===== src/inc/sfpf_params.svh =====
/*
  constants of the serial flash pin front end: status field positions,
  data widths, buffer depth and lane counts.
  assumes it is included by bare name, once per compile unit or more.
*/
`ifndef SFPF_PARAMS_SVH
`define SFPF_PARAMS_SVH

// status byte layout
`define SFPF_SR_W 8
`define SFPF_QE_BIT 6
`define SFPF_SR_RESET 8'h00

// data path
`define SFPF_BYTE_W 8
`define SFPF_LANES 4
`define SFPF_BITCNT_W 4
`define SFPF_FIFO_DEPTH 32
`define SFPF_FIFO_PTR_W 5

// synchroniser length for pin inputs
`define SFPF_SYNC_STAGES 2

// lane mode codes on the lane_mode port
`define SFPF_LM_CODE_SINGLE 2'h0
`define SFPF_LM_CODE_DUAL 2'h1
`define SFPF_LM_CODE_QUAD 2'h2

`endif


===== src/inc/sfpf_pkg.sv =====
/*
  types of the serial flash pin front end: lane width and serial state.
  assumes nothing beyond a systemverilog compiler.
*/
package sfpf_pkg;

  // lanes in use for one clock of transfer, one-hot
  typedef enum logic [2:0] {
    SFPF_W_SINGLE = 3'b001,
    SFPF_W_DUAL = 3'b010,
    SFPF_W_QUAD = 3'b100
  } sfpf_width_t;

  // serial state, one-hot
  typedef enum logic [3:0] {
    SFPF_ST_IDLE = 4'b0001,
    SFPF_ST_SHIFT = 4'b0010,
    SFPF_ST_PAUSE = 4'b0100,
    SFPF_ST_RESET = 4'b1000
  } sfpf_state_t;

endpackage


===== src/verilog/sfpf_fifo.sv =====
/*
  flip-flop fifo with valid/ready on both sides.
  assumes one clock; depth is a power of two matching the pointer width.
*/
`timescale 1ns/1ps
module sfpf_fifo #(
  parameter int WIDTH = 8,
  parameter int DEPTH = 32,
  parameter int PW = 5
) (
  input wire logic mclk,
  input wire logic rst_n,
  input wire logic ce,
  input wire logic flush,
  input wire logic in_valid,
  output logic in_ready,
  input wire logic [WIDTH-1:0] in_data,
  output logic out_valid,
  input wire logic out_ready,
  output logic [WIDTH-1:0] out_data
);
  logic [WIDTH-1:0] mem_q [DEPTH]; // storage
  logic [PW:0] wr_q; // write pointer with wrap bit
  logic [PW:0] rd_q; // read pointer with wrap bit
  logic push; // accepted write
  logic pop; // accepted read

  // honest full and empty from the pointer pair
  assign in_ready = (wr_q[PW-1:0] != rd_q[PW-1:0]) || (wr_q[PW] == rd_q[PW]);
  assign out_valid = (wr_q != rd_q);
  assign out_data = mem_q[rd_q[PW-1:0]];
  assign push = in_valid && in_ready;
  assign pop = out_valid && out_ready;

  // storage write, no reset needed for data
  always_ff @(posedge mclk) begin
    if (ce && push) begin
      mem_q[wr_q[PW-1:0]] <= in_data;
    end
  end

  // pointers
  always_ff @(posedge mclk or negedge rst_n) begin
    if (!rst_n) begin
      wr_q <= '0;
      rd_q <= '0;
    end else if (ce) begin
      if (flush) begin
        wr_q <= '0;
        rd_q <= '0;
      end else begin
        if (push) begin
          wr_q <= wr_q + 1'b1;
        end
        if (pop) begin
          rd_q <= rd_q + 1'b1;
        end
      end
    end
  end
endmodule


===== src/verilog/sfpf_frontend.sv =====
/*
  pin front end of a serial nor flash: samples the host's clock and
  select, remaps the shared pins into data lanes, handles pause and the
  hardware reset input, and moves bytes between the pins and the core.
  assumes mclk is far faster than the serial clock (at least 4x) and that
  the core supplies the status byte, lane mode and turn-around point.
*/
`timescale 1ns/1ps
`include "sfpf_params.svh"
module sfpf_frontend
  import sfpf_pkg::*;
(
  input wire logic mclk,
  input wire logic arst_n,
  input wire logic ce,
  input wire logic sck,
  input wire logic cs_n,
  input wire logic [`SFPF_LANES-1:0] data_lane_in,
  output logic [`SFPF_LANES-1:0] data_lane_out,
  output logic [`SFPF_LANES-1:0] data_lane_oe_n,
  input wire logic hw_reset_n,
  input wire logic dedicated_reset_part,
  input wire logic [`SFPF_SR_W-1:0] status_byte,
  input wire logic pin_function_select,
  input wire logic quad_command_mode,
  input wire logic [1:0] lane_mode,
  input wire logic drive_phase,
  input wire logic [`SFPF_BYTE_W-1:0] tx_data,
  output logic tx_take,
  output logic [`SFPF_BYTE_W-1:0] rx_data,
  output logic rx_valid,
  input wire logic rx_ready,
  output logic rx_space,
  output logic rx_overflow,
  output logic selected,
  output logic paused,
  output logic in_hw_reset,
  output logic frame_end
);
  logic rst_q1; // reset release, first stage
  logic rst_n; // reset release, second stage
  logic sck_s; // synchronised serial clock
  logic cs_n_s; // synchronised select
  logic rstp_n_s; // synchronised dedicated reset pin
  logic [`SFPF_LANES-1:0] lane_s; // synchronised lane inputs
  logic sck_d_q; // previous serial clock level
  logic cs_n_d_q; // previous select level
  logic armed_q; // a select falling edge has been seen since reset
  logic sck_rise; // rising serial clock edge
  logic sck_fall; // falling serial clock edge
  logic cs_rise; // end of frame
  logic cs_fall; // start of frame
  logic qe; // quad enable from status
  logic lanes23; // lanes 2 and 3 carry data
  logic hold_pin; // fourth pin acts as pause
  logic hold_act; // pause in effect
  logic hwrst_act; // hardware reset in effect
  sfpf_width_t width; // lanes used per clock
  sfpf_state_t state_q; // serial state
  logic [`SFPF_BYTE_W-1:0] rx_sh_q; // incoming shift register
  logic [`SFPF_BITCNT_W-1:0] rx_cnt_q; // bits gathered in rx_sh_q
  logic [`SFPF_BYTE_W-1:0] tx_sh_q; // outgoing shift register
  logic [`SFPF_BITCNT_W-1:0] tx_cnt_q; // bits left in tx_sh_q
  logic tx_live_q; // this frame has driven a bit, lanes come back after pause
  logic [`SFPF_BYTE_W-1:0] rx_next; // shift register after this edge
  logic [`SFPF_BITCNT_W-1:0] step; // bits per clock
  logic push_q; // byte ready for the fifo
  logic [`SFPF_BYTE_W-1:0] push_data_q; // that byte
  logic f_in_ready; // fifo has room
  logic f_out_valid; // fifo has a byte
  logic [`SFPF_BYTE_W-1:0] f_out_data; // fifo head
  logic f_pop; // move head into the output stage
  // bits per serial clock for a lane width
  function automatic logic [`SFPF_BITCNT_W-1:0] bits_of(input sfpf_width_t w);
    case (w)
      SFPF_W_DUAL: bits_of = 4'h2;
      SFPF_W_QUAD: bits_of = 4'h4;
      default: bits_of = 4'h1;
    endcase
  endfunction
  // shift new lane bits into the low end, msb arrives first
  function automatic logic [`SFPF_BYTE_W-1:0] shift_in(input logic [`SFPF_BYTE_W-1:0] sh,
                                                     input sfpf_width_t w,
                                                     input logic [`SFPF_LANES-1:0] ln);
    case (w)
      SFPF_W_DUAL: shift_in = {sh[5:0], ln[1:0]};
      SFPF_W_QUAD: shift_in = {sh[3:0], ln};
      default: shift_in = {sh[6:0], ln[0]};
    endcase
  endfunction
  // reset release through two flip-flops
  always_ff @(posedge mclk or negedge arst_n) begin
    if (!arst_n) begin
      rst_q1 <= 1'b0;
      rst_n <= 1'b0;
    end else begin
      rst_q1 <= 1'b1;
      rst_n <= rst_q1;
    end
  end
  // pin synchroniser; idle-high pins are inverted in and out so reset reads idle
  logic [7:0] sync_q;
  sfpf_sync #(.W(8)) u_sync (
    .mclk(mclk),
    .rst_n(rst_n),
    .ce(ce),
    .init_val(8'h7e),
    .d({sck, cs_n, hw_reset_n, data_lane_in, 1'b0}),
    .q(sync_q)
  );
  assign sck_s = sync_q[7];
  assign cs_n_s = ~sync_q[6];
  assign rstp_n_s = ~sync_q[5];
  assign lane_s = ~sync_q[4:1];
  // edge detection on the synchronised copies
  always_ff @(posedge mclk or negedge rst_n) begin
    if (!rst_n) begin
      sck_d_q <= 1'b0;
      cs_n_d_q <= 1'b1;
    end else if (ce) begin
      sck_d_q <= sck_s;
      cs_n_d_q <= cs_n_s;
    end
  end
  // both idle levels are legal, only edges matter
  assign sck_rise = sck_s && !sck_d_q;
  assign sck_fall = !sck_s && sck_d_q;
  assign cs_rise = cs_n_s && !cs_n_d_q;
  assign cs_fall = !cs_n_s && cs_n_d_q;
  // pin function decode
  assign qe = status_byte[`SFPF_QE_BIT];
  assign lanes23 = qe || quad_command_mode;
  // shared variant uses the select bit, dedicated variant ignores it
  assign hold_pin = !lanes23 && (dedicated_reset_part || !pin_function_select);
  assign hold_act = hold_pin && !cs_n_s && !lane_s[3];
  assign hwrst_act = dedicated_reset_part ? !rstp_n_s
                   : (!lanes23 && pin_function_select && !lane_s[3]);
  // lane width from core mode; quad needs lanes 2 and 3 free
  always_comb begin
    if (quad_command_mode || (lane_mode == `SFPF_LM_CODE_QUAD && lanes23)) begin
      width = SFPF_W_QUAD;
    end else if (lane_mode == `SFPF_LM_CODE_DUAL) begin
      width = SFPF_W_DUAL;
    end else begin
      width = SFPF_W_SINGLE;
    end
  end
  assign step = bits_of(width);
  assign rx_next = shift_in(rx_sh_q, width, lane_s);
  // select arming: nothing is taken before the first select falling edge
  always_ff @(posedge mclk or negedge rst_n) begin
    if (!rst_n) begin
      armed_q <= 1'b0;
    end else if (ce) begin
      if (hwrst_act) begin
        armed_q <= 1'b0;
      end else if (cs_fall) begin
        armed_q <= 1'b1;
      end
    end
  end
  // serial state machine
  always_ff @(posedge mclk or negedge rst_n) begin
    if (!rst_n) begin
      state_q <= SFPF_ST_RESET;
    end else if (ce) begin
      if (hwrst_act) begin
        state_q <= SFPF_ST_RESET;
      end else begin
        case (state_q)
          SFPF_ST_RESET: state_q <= SFPF_ST_IDLE;
          SFPF_ST_IDLE: begin
            if (cs_fall) begin
              state_q <= SFPF_ST_SHIFT;
            end
          end
          SFPF_ST_SHIFT: begin
            if (cs_n_s) begin
              state_q <= SFPF_ST_IDLE;
            end else if (hold_act) begin
              state_q <= SFPF_ST_PAUSE;
            end
          end
          SFPF_ST_PAUSE: begin
            if (cs_n_s) begin
              state_q <= SFPF_ST_IDLE;
            end else if (!hold_act) begin
              state_q <= SFPF_ST_SHIFT;
            end
          end
          default: state_q <= SFPF_ST_RESET;
        endcase
      end
    end
  end
  // receive shifter: rising edges while shifting and not turned around
  always_ff @(posedge mclk or negedge rst_n) begin
    if (!rst_n) begin
      rx_sh_q <= '0;
      rx_cnt_q <= '0;
      push_q <= 1'b0;
      push_data_q <= '0;
    end else if (ce) begin
      push_q <= 1'b0;
      if (hwrst_act || cs_n_s || state_q != SFPF_ST_SHIFT || !armed_q) begin
        if (state_q != SFPF_ST_PAUSE || cs_n_s || hwrst_act) begin
          rx_cnt_q <= '0; // pause keeps partial bits
        end
      end else if (sck_rise && !drive_phase && !hold_act) begin
        rx_sh_q <= rx_next;
        if (rx_cnt_q + step >= 4'h8) begin
          rx_cnt_q <= '0;
          push_q <= 1'b1;
          push_data_q <= rx_next;
        end else begin
          rx_cnt_q <= rx_cnt_q + step;
        end
      end
    end
  end
  // transmit shifter and lane drivers: data changes only on falling edges; enables also switch on pause, its end, deselect and reset
  always_ff @(posedge mclk or negedge rst_n) begin
    if (!rst_n) begin
      tx_sh_q <= '0;
      tx_cnt_q <= '0;
      tx_take <= 1'b0;
      data_lane_out <= '0;
      data_lane_oe_n <= '1;
      tx_live_q <= 1'b0;
    end else if (ce) begin
      tx_take <= 1'b0;
      if (hwrst_act || cs_n_s || !drive_phase || !armed_q) begin
        tx_cnt_q <= '0;
        tx_live_q <= 1'b0;
        data_lane_oe_n <= '1;
      end else if (hold_act || state_q == SFPF_ST_PAUSE) begin
        data_lane_oe_n <= '1; // shifter untouched
      end else if (sck_fall && state_q == SFPF_ST_SHIFT) begin
        logic [`SFPF_BYTE_W-1:0] src;
        src = (tx_cnt_q == '0) ? tx_data : tx_sh_q;
        tx_take <= (tx_cnt_q == '0);
        tx_live_q <= 1'b1;
        case (width)
          SFPF_W_QUAD: begin
            data_lane_out <= src[7:4];
            data_lane_oe_n <= 4'h0;
            tx_sh_q <= {src[3:0], 4'h0};
          end
          SFPF_W_DUAL: begin
            data_lane_out <= {2'h0, src[7:6]};
            data_lane_oe_n <= 4'hc;
            tx_sh_q <= {src[5:0], 2'h0};
          end
          default: begin
            data_lane_out <= {2'h0, src[7], 1'b0}; // serial output pin
            data_lane_oe_n <= 4'hd;
            tx_sh_q <= {src[6:0], 1'b0};
          end
        endcase
        tx_cnt_q <= ((tx_cnt_q == '0) ? 4'h8 : tx_cnt_q) - step;
      end else if (tx_live_q && state_q == SFPF_ST_SHIFT) begin // pause over, drive again
        data_lane_oe_n <= {{2{width != SFPF_W_QUAD}}, 1'b0, width == SFPF_W_SINGLE};
      end
    end
  end
  // receive buffer toward the core
  sfpf_fifo #(
    .WIDTH(`SFPF_BYTE_W),
    .DEPTH(`SFPF_FIFO_DEPTH),
    .PW(`SFPF_FIFO_PTR_W)
  ) u_fifo (
    .mclk(mclk),
    .rst_n(rst_n),
    .ce(ce),
    .flush(hwrst_act),
    .in_valid(push_q),
    .in_ready(f_in_ready),
    .in_data(push_data_q),
    .out_valid(f_out_valid),
    .out_ready(f_pop),
    .out_data(f_out_data)
  );
  assign f_pop = f_out_valid && (!rx_valid || rx_ready);
  // registered output stage of the buffer, plus overflow and room flags
  always_ff @(posedge mclk or negedge rst_n) begin
    if (!rst_n) begin
      rx_valid <= 1'b0;
      rx_data <= '0;
      rx_space <= 1'b1;
      rx_overflow <= 1'b0;
    end else if (ce) begin
      rx_space <= f_in_ready;
      if (f_pop) begin
        rx_valid <= 1'b1;
        rx_data <= f_out_data;
      end else if (rx_ready) begin
        rx_valid <= 1'b0;
      end
      // the host cannot be stalled, so a byte into a full buffer is lost
      if (push_q && !f_in_ready) begin
        rx_overflow <= 1'b1;
      end else if (cs_fall) begin
        rx_overflow <= 1'b0;
      end
    end
  end
  // status outputs
  always_ff @(posedge mclk or negedge rst_n) begin
    if (!rst_n) begin
      selected <= 1'b0;
      paused <= 1'b0;
      in_hw_reset <= 1'b0;
      frame_end <= 1'b0;
    end else if (ce) begin
      selected <= !cs_n_s && !hwrst_act && armed_q;
      paused <= hold_act && !hwrst_act;
      in_hw_reset <= hwrst_act;
      frame_end <= cs_rise && !hwrst_act;
    end
  end
endmodule


===== src/verilog/sfpf_sync.sv =====
/*
  two flip-flop synchroniser for a bundle of independent levels.
  assumes each bit is a slow level or is only sampled for its edges later.
*/
`timescale 1ns/1ps
module sfpf_sync #(
  parameter int W = 1
) (
  input wire logic mclk,
  input wire logic rst_n,
  input wire logic ce,
  input wire logic [W-1:0] init_val,
  input wire logic [W-1:0] d,
  output logic [W-1:0] q
);
  logic [W-1:0] meta_q; // first stage, read only by the second

  // two stages, frozen with the clock enable
  always_ff @(posedge mclk or negedge rst_n) begin
    if (!rst_n) begin
      meta_q <= '0;
      q <= '0;
    end else if (ce) begin
      meta_q <= d ^ init_val;
      q <= meta_q;
    end
  end
endmodule

===== config.mk =====
export PLATFORM = sky130hd
export DESIGN_NAME = sfpf_frontend
export DESIGN_NICKNAME = d
export VERILOG_FILES = /design/src/inc/sfpf_pkg.sv /design/src/verilog/sfpf_fifo.sv /design/src/verilog/sfpf_frontend.sv /design/src/verilog/sfpf_sync.sv
export VERILOG_INCLUDE_DIRS = /design/src /design/src/inc
export SDC_FILE = /design/constraint.sdc
export NUM_CORES = 1
export LEC_CHECK = 0
export BUFFER_PORTS_ARGS = -buffer_cell sky130_fd_sc_hd__buf_2
export CAP_MARGIN = 30
export CORE_AREA = 2 2 168 154
export CTS_BUF_LIST = sky130_fd_sc_hd__clkbuf_8
export DETAILED_ROUTE_END_ITERATION = 8
export DIE_AREA = 0 0 170 156
export PLACE_DENSITY = 0.76
export SYNTH_ARGS = -nofsm -noshare
export SYNTH_HDL_FRONTEND = slang
export SYNTH_SLANG_ARGS = --single-unit

===== constraint.sdc =====
create_clock -name mclk -period 8.5 [get_ports mclk]
set_clock_uncertainty 0.15 [all_clocks]
set_input_delay 1.7 -clock mclk [delete_from_list [all_inputs] [get_ports mclk]]
set_output_delay 1.7 -clock mclk [all_outputs]
set_load 0.03 [all_outputs]

After elaboration in Yosys (flattened, before gate mapping)
Memory sizes are Yosys's and may differ from the RTL's. A register that Yosys moved wholly into a read port is not among the register bits.
Index checks and enable logic that the tools add are counted.
{ "word_totals": {"register_bits": 84, "latchBits": 0, "ramBits": 256, "rom_bits": 0, "inputBits": 33, "out_inout_bits": 24, "n_memories": 1} }
{ "classes": {"add_sub_neg": 4, "n_mul": 0, "n_div": 0, "n_lt_le_gt_ge": 1, "n_eq_ne": 20, "n_shift": 0, "mux": 49, "bitwise_logic": 6, "reduce_logical": 71} }
{ "mem_list": {"columns": ["memory", "words", "word_bits", "read_ports", "rd_clocked_by_memory_dff", "wr", "line", "text"], "rows": [
  ["u_fifo.mem_q", 32, 8, 1, 1, 1, "sfpf_fifo.sv:22", "logic [WIDTH-1:0] mem_q [DEPTH];"]
]} }
{ "ops": {"columns": ["operator", "n"], "rows": [
  ["4-bit two-way mux", 18],
  ["8-bit case mux with 2 select lines", 2],
  ["6-bit two-way mux", 4],
  ["1-bit logical AND", 23],
  ["1-bit two-way mux", 18],
  ["4-bit case mux with 2 select lines", 2],
  ["4-bit case mux with 4 select lines", 1],
  ["2-bit AND reduction", 7],
  ["2-bit nonzero test", 7],
  ["1-bit logical NOT", 13],
  ["1-bit logical OR", 13],
  ["6-bit by 1-bit adder with 6-bit output, second input constant", 2],
  ["4-bit AND reduction", 3],
  ["3-bit AND reduction", 3],
  ["8-bit two-way mux", 1],
  ["4-bit inequality test, second input constant", 2],
  ["3-bit inequality test, second input constant", 2],
  ["6-bit inequality test", 1],
  ["6-bit NOT", 1],
  ["3-bit case mux with 2 select lines", 1],
  ["5-bit inequality test", 1],
  ["4-bit adder", 1],
  ["4-bit by 1-bit == test with 1-bit output, second input constant", 1],
  ["4-bit by 2-bit == test with 1-bit output, second input constant", 1],
  ["20 further kinds", 23]
]} }

Logic depth before layout (Yosys ltp)
{ "depth": {"word_depth": 11, "mapped_depth": 10} }

Cells and area by module
Synthesis repeated with hierarchy kept, for this count alone.
{ "hier_totals": {"cells_unflattened": 885, "hier_area_um2": 14739.1} }
{ "by_module_without_submodules": {"columns": ["mod", "instances", "cells_each", "area_each_um2"], "rows": [
  ["sfpf_fifo", 1, 523, 10751.6],
  ["sfpf_frontend", 1, 311, 3308.2],
  ["sfpf_sync", 1, 51, 679.4]
]} }

Worst setup path before layout
No wires, ideal clock.
{ "synth_path": {"path_type": "input-to-reg", "startpoint": "input port lane_mode[1]", "endpoint": "register push_data_q[1]", "setup_ps": 125, "arrival_ps": 3890, "required_time_ps": 8225, "slack_ps": 4335, "stages": 10, "cell_sequence": "nand2b_1 > nand2b_1 > clkbuf_1 > inv_1 > ha_1 > a21oi_1 > and2_1 > a22o_1 > o21ai_2 > mux2_2"} }
{ "synth_between": {"elab_chain_cells": 9, "word_cells_on_any_way": 13, "classes_between": "add/sub: 1; order compare: 1; eq/ne: 4; mux: 4; reduce/logical: 3"} }
{ "synth_lines": {"columns": ["item", "line", "text"], "rows": [
  ["from (decl)", "sfpf_frontend.sv:26", "input wire logic [1:0] lane_mode,"],
  ["2-bit == test (no source line)", null, null],
  ["1-bit logical AND", "sfpf_frontend.sv:140", "if (quad_command_mode || (lane_mode == `SFPF_LM_CODE_QUAD && lanes23)) begin"],
  ["1-bit logical OR", "sfpf_frontend.sv:140", null],
  ["3-bit two-way mux *", "sfpf_frontend.sv:140", null],
  ["3-bit == test / 3-bit by 2-bit == test with 1-bit output (equally long branches)", "sfpf_frontend.sv:75, sfpf_frontend.sv:85", null],
  ["3-bit case mux with 2 select lines", "sfpf_frontend.sv:75", "case (w)"],
  ["4-bit adder", "sfpf_frontend.sv:211", "if (rx_cnt_q + step >= 4'h8) begin"],
  ["4-bit greater-or-equal comparator", "sfpf_frontend.sv:211", null],
  ["4-bit AND reduction (no source line)", null, null],
  ["to (signal assigned)", "sfpf_frontend.sv:214", "push_data_q <= rx_next;"],
  ["to (decl)", "sfpf_frontend.sv:68", "logic [`SFPF_BYTE_W-1:0] push_data_q;"]
]} }
Mark *: on every way between the ends. The rest lies on a longest branch, timed or not.
A chain may end at the register's enable or synchronous reset.

Final worst setup path
{ "layout_path": {"startpoint": "input port ce", "endpoint": "memory u_fifo.mem_q[12][7] (enable)"} }
{ "layout_between": {"elab_chain_cells": 3} }
{ "layout_lines": {"columns": ["item", "line", "text"], "rows": [
  ["from (decl)", "sfpf_frontend.sv:15", "input wire logic ce,"],
  ["1-bit logical AND", "sfpf_fifo.sv:37", "if (ce && push) begin"],
  ["1-bit two-way mux", "sfpf_fifo.sv:37", null],
  ["1-bit two-way mux (implied by the code)", "sfpf_fifo.sv:38", "mem_q[wr_q[PW-1:0]] <= in_data;"],
  ["to (decl)", "sfpf_fifo.sv:22", null]
]} }
No other way between the ends.

==> flow_summary.json <==
{
  "status": "completed",
  "ys_types": 66,
  "cts_root_buf": "clkbuf_8",
  "cpMostUsedCell": "nand2_1",
  "core_area_um2": 24800,
  "slew_headroom_pct": 38.7,
  "max_stage_delay_ns": 0.80,
  "numClockSinks": 346,
  "rsz0062_at_grt": "no",
  "grt_pass1_wl_mm": 45.8,
  "pin_count": 57,
  "rows": 55,
  "cts_resized": 0,
  "critPathCaptureType": "register",
  "path_clk_slew_ns": 0.06,
  "fmax_mhz": 243,
  "cp_num_buf_inv": 1,
  "fin_area_um2": 16100,
  "r2r_cells": 6,
  "r2r-start": "u_fifo.rd_q[0]$_DFFE_PN0P_",
  "finalSetupViolations": 0,
  "yosys.area.top_type_share_pct": 53.5,
  "dieArea_um2": 26500,
  "synth.yosys.seq_area_share_pct": 69.2,
  "dpl.hpwl_mm": 19.0,
  "syn_to_final_growth_pct": 12.2,
  "die_w_um": 170,
  "hold_violations": 0,
  "synth_warnings": 0,
  "crit_start": "ce",
  "initial_core_util_pct": 58.0,
  "syn_nets": 952,
  "drt_iter0_drc": 886,
  "startpoint_type": "primary input",
  "final_cell_mix": "edfxtp_1 (256), dfrtp_1 (81), nor2_1 (68)",
  "r2r_slack_ns": 4.78,
  "vias": 8225,
  "critPathTopFamily": "simple AND/OR/NAND/NOR gates",
  "drv_slew": 0,
  "grt_antenna_before_repair": 0,
  "cp.depth": 5,
  "cts_hold_buffers": 0,
  "min_period_over_period_pct": 48.5,
  "grt_max_degree": 75,
  "crit_chain": "buf_2 > nand2_1 > a21oi_1 > nand2_1 > nor2_1",
  "finalNetCount": 1022,
  "synth-async-reset-ratio_pct": 26.0,
  "timing.rr.end": "rx_data[1]$_DFFE_PN0P_",
  "netlist_area_um2": 14400,
  "avgSynthCellArea_um2": 15.8,
  "insertion_delay_ns": 0.60,
  "ys_top_cells_by_area": "edfxtp_1 (53%), dfrtp_1 (15%), mux4_2 (9.6%)",
  "setup_tns_ns": 0,
  "cts_made_buffers": 54,
  "p_per_area_nw_per_um2": 234,
  "timing.final.ws_setup_ns": 4.38,
  "post_cts_buffers": 0,
  "drv_cap": 0,
  "grt_usage_pct": 22.9,
  "place_ws_ns": 3.82,
  "clk_path_buf_depth": 3,
  "vias_per_cell": 6.17,
  "routed_wirelength_mm": 29.7,
  "drive_above_1_share_pct": 22.9,
  "worstPathArrival_ns": 4.17,
  "port_buffers": 49,
  "h-tree-depth": 2,
  "fin_util_pct": 65.1,
  "synth_ff_type": "edfxtp_1",
  "ir_drop_uv": 165,
  "critPathMaxFanout": 31,
  "syn-instance-count": 907,
  "synth-seq-cells": 346,
  "n_antenna_cell": 0,
  "ant_nets": 0,
  "p_leak_nw": 5.00,
  "fin_crit_ns": 4.12,
  "drt-wirelength-per-cell_um": 22.3,
  "grt_pass1_vias": 8155,
  "crit_type": "in2reg",
  "yosys.area.top_type": "edfxtp_1",
  "placed_cell_area_um2": 15000,
  "drt-pass1-iter-count": 7,
  "crit_slowest_cell": "nor2_1",
  "gp_congestion": 0.872,
  "worstHoldPathType": "reg2async",
  "synth_edf_count": 256,
  "chipHeight_um": 156,
  "grt_overflow": 0,
  "required_ns": 8.55,
  "tritoncts": "yes",
  "final_common_cell": "edfxtp_1",
  "worst_pin_slew_ns": 0.919,
  "drc": 0
}
-- power by group --
part | internal [W] | switching, W
sequential | 0.00185 | 0.000109
combinational | 0.000214 | 0.000272
clock | 0.000707 | 0.000619
-- flip-flops by register name, indices dropped and copies added, names as in the netlist, 3 cells and up --
register        flops
u_sync.q            7
rx_cnt_q            4
state_q             4
u_fifo.rd_q         6
tx_cnt_q            4
push_data_q         8
data_lane_oe_n      3
rx_sh_q             7
u_fifo.mem_q      256
rx_data             8
u_sync.meta_q       7
tx_sh_q             7
data_lane_out       4
u_fifo.wr_q         6
-- worst max-delay path by stage --
stage / endpoint / slack, ns
6_report: u_fifo.mem_q[12][7]$_DFFE_PP_ / 4.38
5_1_grt: u_fifo.mem_q[25][2]$_DFFE_PP_ / 4.22
4_1_cts: u_fifo.mem_q[22][1]$_DFFE_PP_ / 4.46
3_5_place_dp: u_fifo.mem_q[22][1]$_DFFE_PP_ / 3.82
3_3_place_gp: u_fifo.mem_q[5][7]$_DFFE_PP_ / 3.91
2_1_floorplan: push_data_q[1]$_DFFE_PN0P_ / 4.33
-- worst reg2reg max path: stages (launching register included) --
cell	delay (ns)
dfrtp_4	0.89
buf_4	0.65
mux4_2	0.58
nor2b_1	0.15
a2111oi_0	0.71
nor4_1	0.17
mux2_2	0.30
-- routing by layer --
layer	vias up	share of wire, %	global-route usage [%]	wire, um
met3	51	7.3	5.35	2160
met4	0	2.1	6.15	620
met2	315	49	37.1	14600
li1	3675	-	-	-
met5	-	0	0	0
met1	4184	42	31.8	12400
-- cells by family (layout without fill, tap and decap cells) --
kind of cell	after synthesis	count (layout)	share of synthesized area (%)
AO/OA/AOI/OAI	148	148	7.09
XOR/XNOR	12	12	0.731
adder cells (fa/ha/maj)	12	12	1.15
buffers and inverters	83	196	2.38
flip-flops	346	346	69.2
multiplexers	103	103	12.7
other	1	1	0.0261
AND/OR/NAND/NOR	202	202	6.75
-- Yosys cell counts, types with 4 or more instances --
| cell type | n |
|---|---|
| mux2_2 | 23 |
| a22o_1 | 7 |
| a21oi_1 | 26 |
| and2_1 | 4 |
| xor2_1 | 7 |
| a21o_1 | 6 |
| nor2b_1 | 9 |
| dfrtp_1 | 84 |
| edfxtp_1 | 256 |
| o221ai_1 | 4 |
| buf_2 | 12 |
| nor4_1 | 5 |
| nand3b_1 | 6 |
| inv_1 | 31 |
| nor3b_1 | 4 |
| o21ai_0 | 32 |
| a221oi_1 | 5 |
| clkbuf_1 | 32 |
| nor2_1 | 68 |
| mux4_2 | 61 |
| a22oi_1 | 6 |
| a32o_1 | 4 |
| buf_1 | 4 |
| nand2_1 | 50 |
| o21a_1 | 5 |
| a222oi_1 | 4 |
| o22ai_1 | 18 |
| nor3_1 | 8 |
| dfstp_2 | 6 |
| xnor2_1 | 5 |
| nand2b_1 | 8 |
| ha_1 | 10 |
| mux2i_1 | 19 |
| nand3_1 | 21 |
-- cell type report --
class / count / area [um^2]
clock buffer: 60 / 826
timing repair buffer: 65 / 520
inverter: 32 / 120
tap: 313 / 392
sequential: 346 / 9960
fill: 1689 / 8650
multi-input combinational: 478 / 4100
clock inverter: 39 / 213
-- through the flow --
step,hold slack (ns),total power (W),cells
final,0.0196,0.00377,1333
after global routing,0.0410,0.00392,1333
after CTS,0.0278,0.00379,1330
after detailed placement,0.0306,0.00248,1231
after global placement,0.0293,0.00246,1225
after floorplan,0.181,0.00236,907
Power figures use the tool's default switching activity.
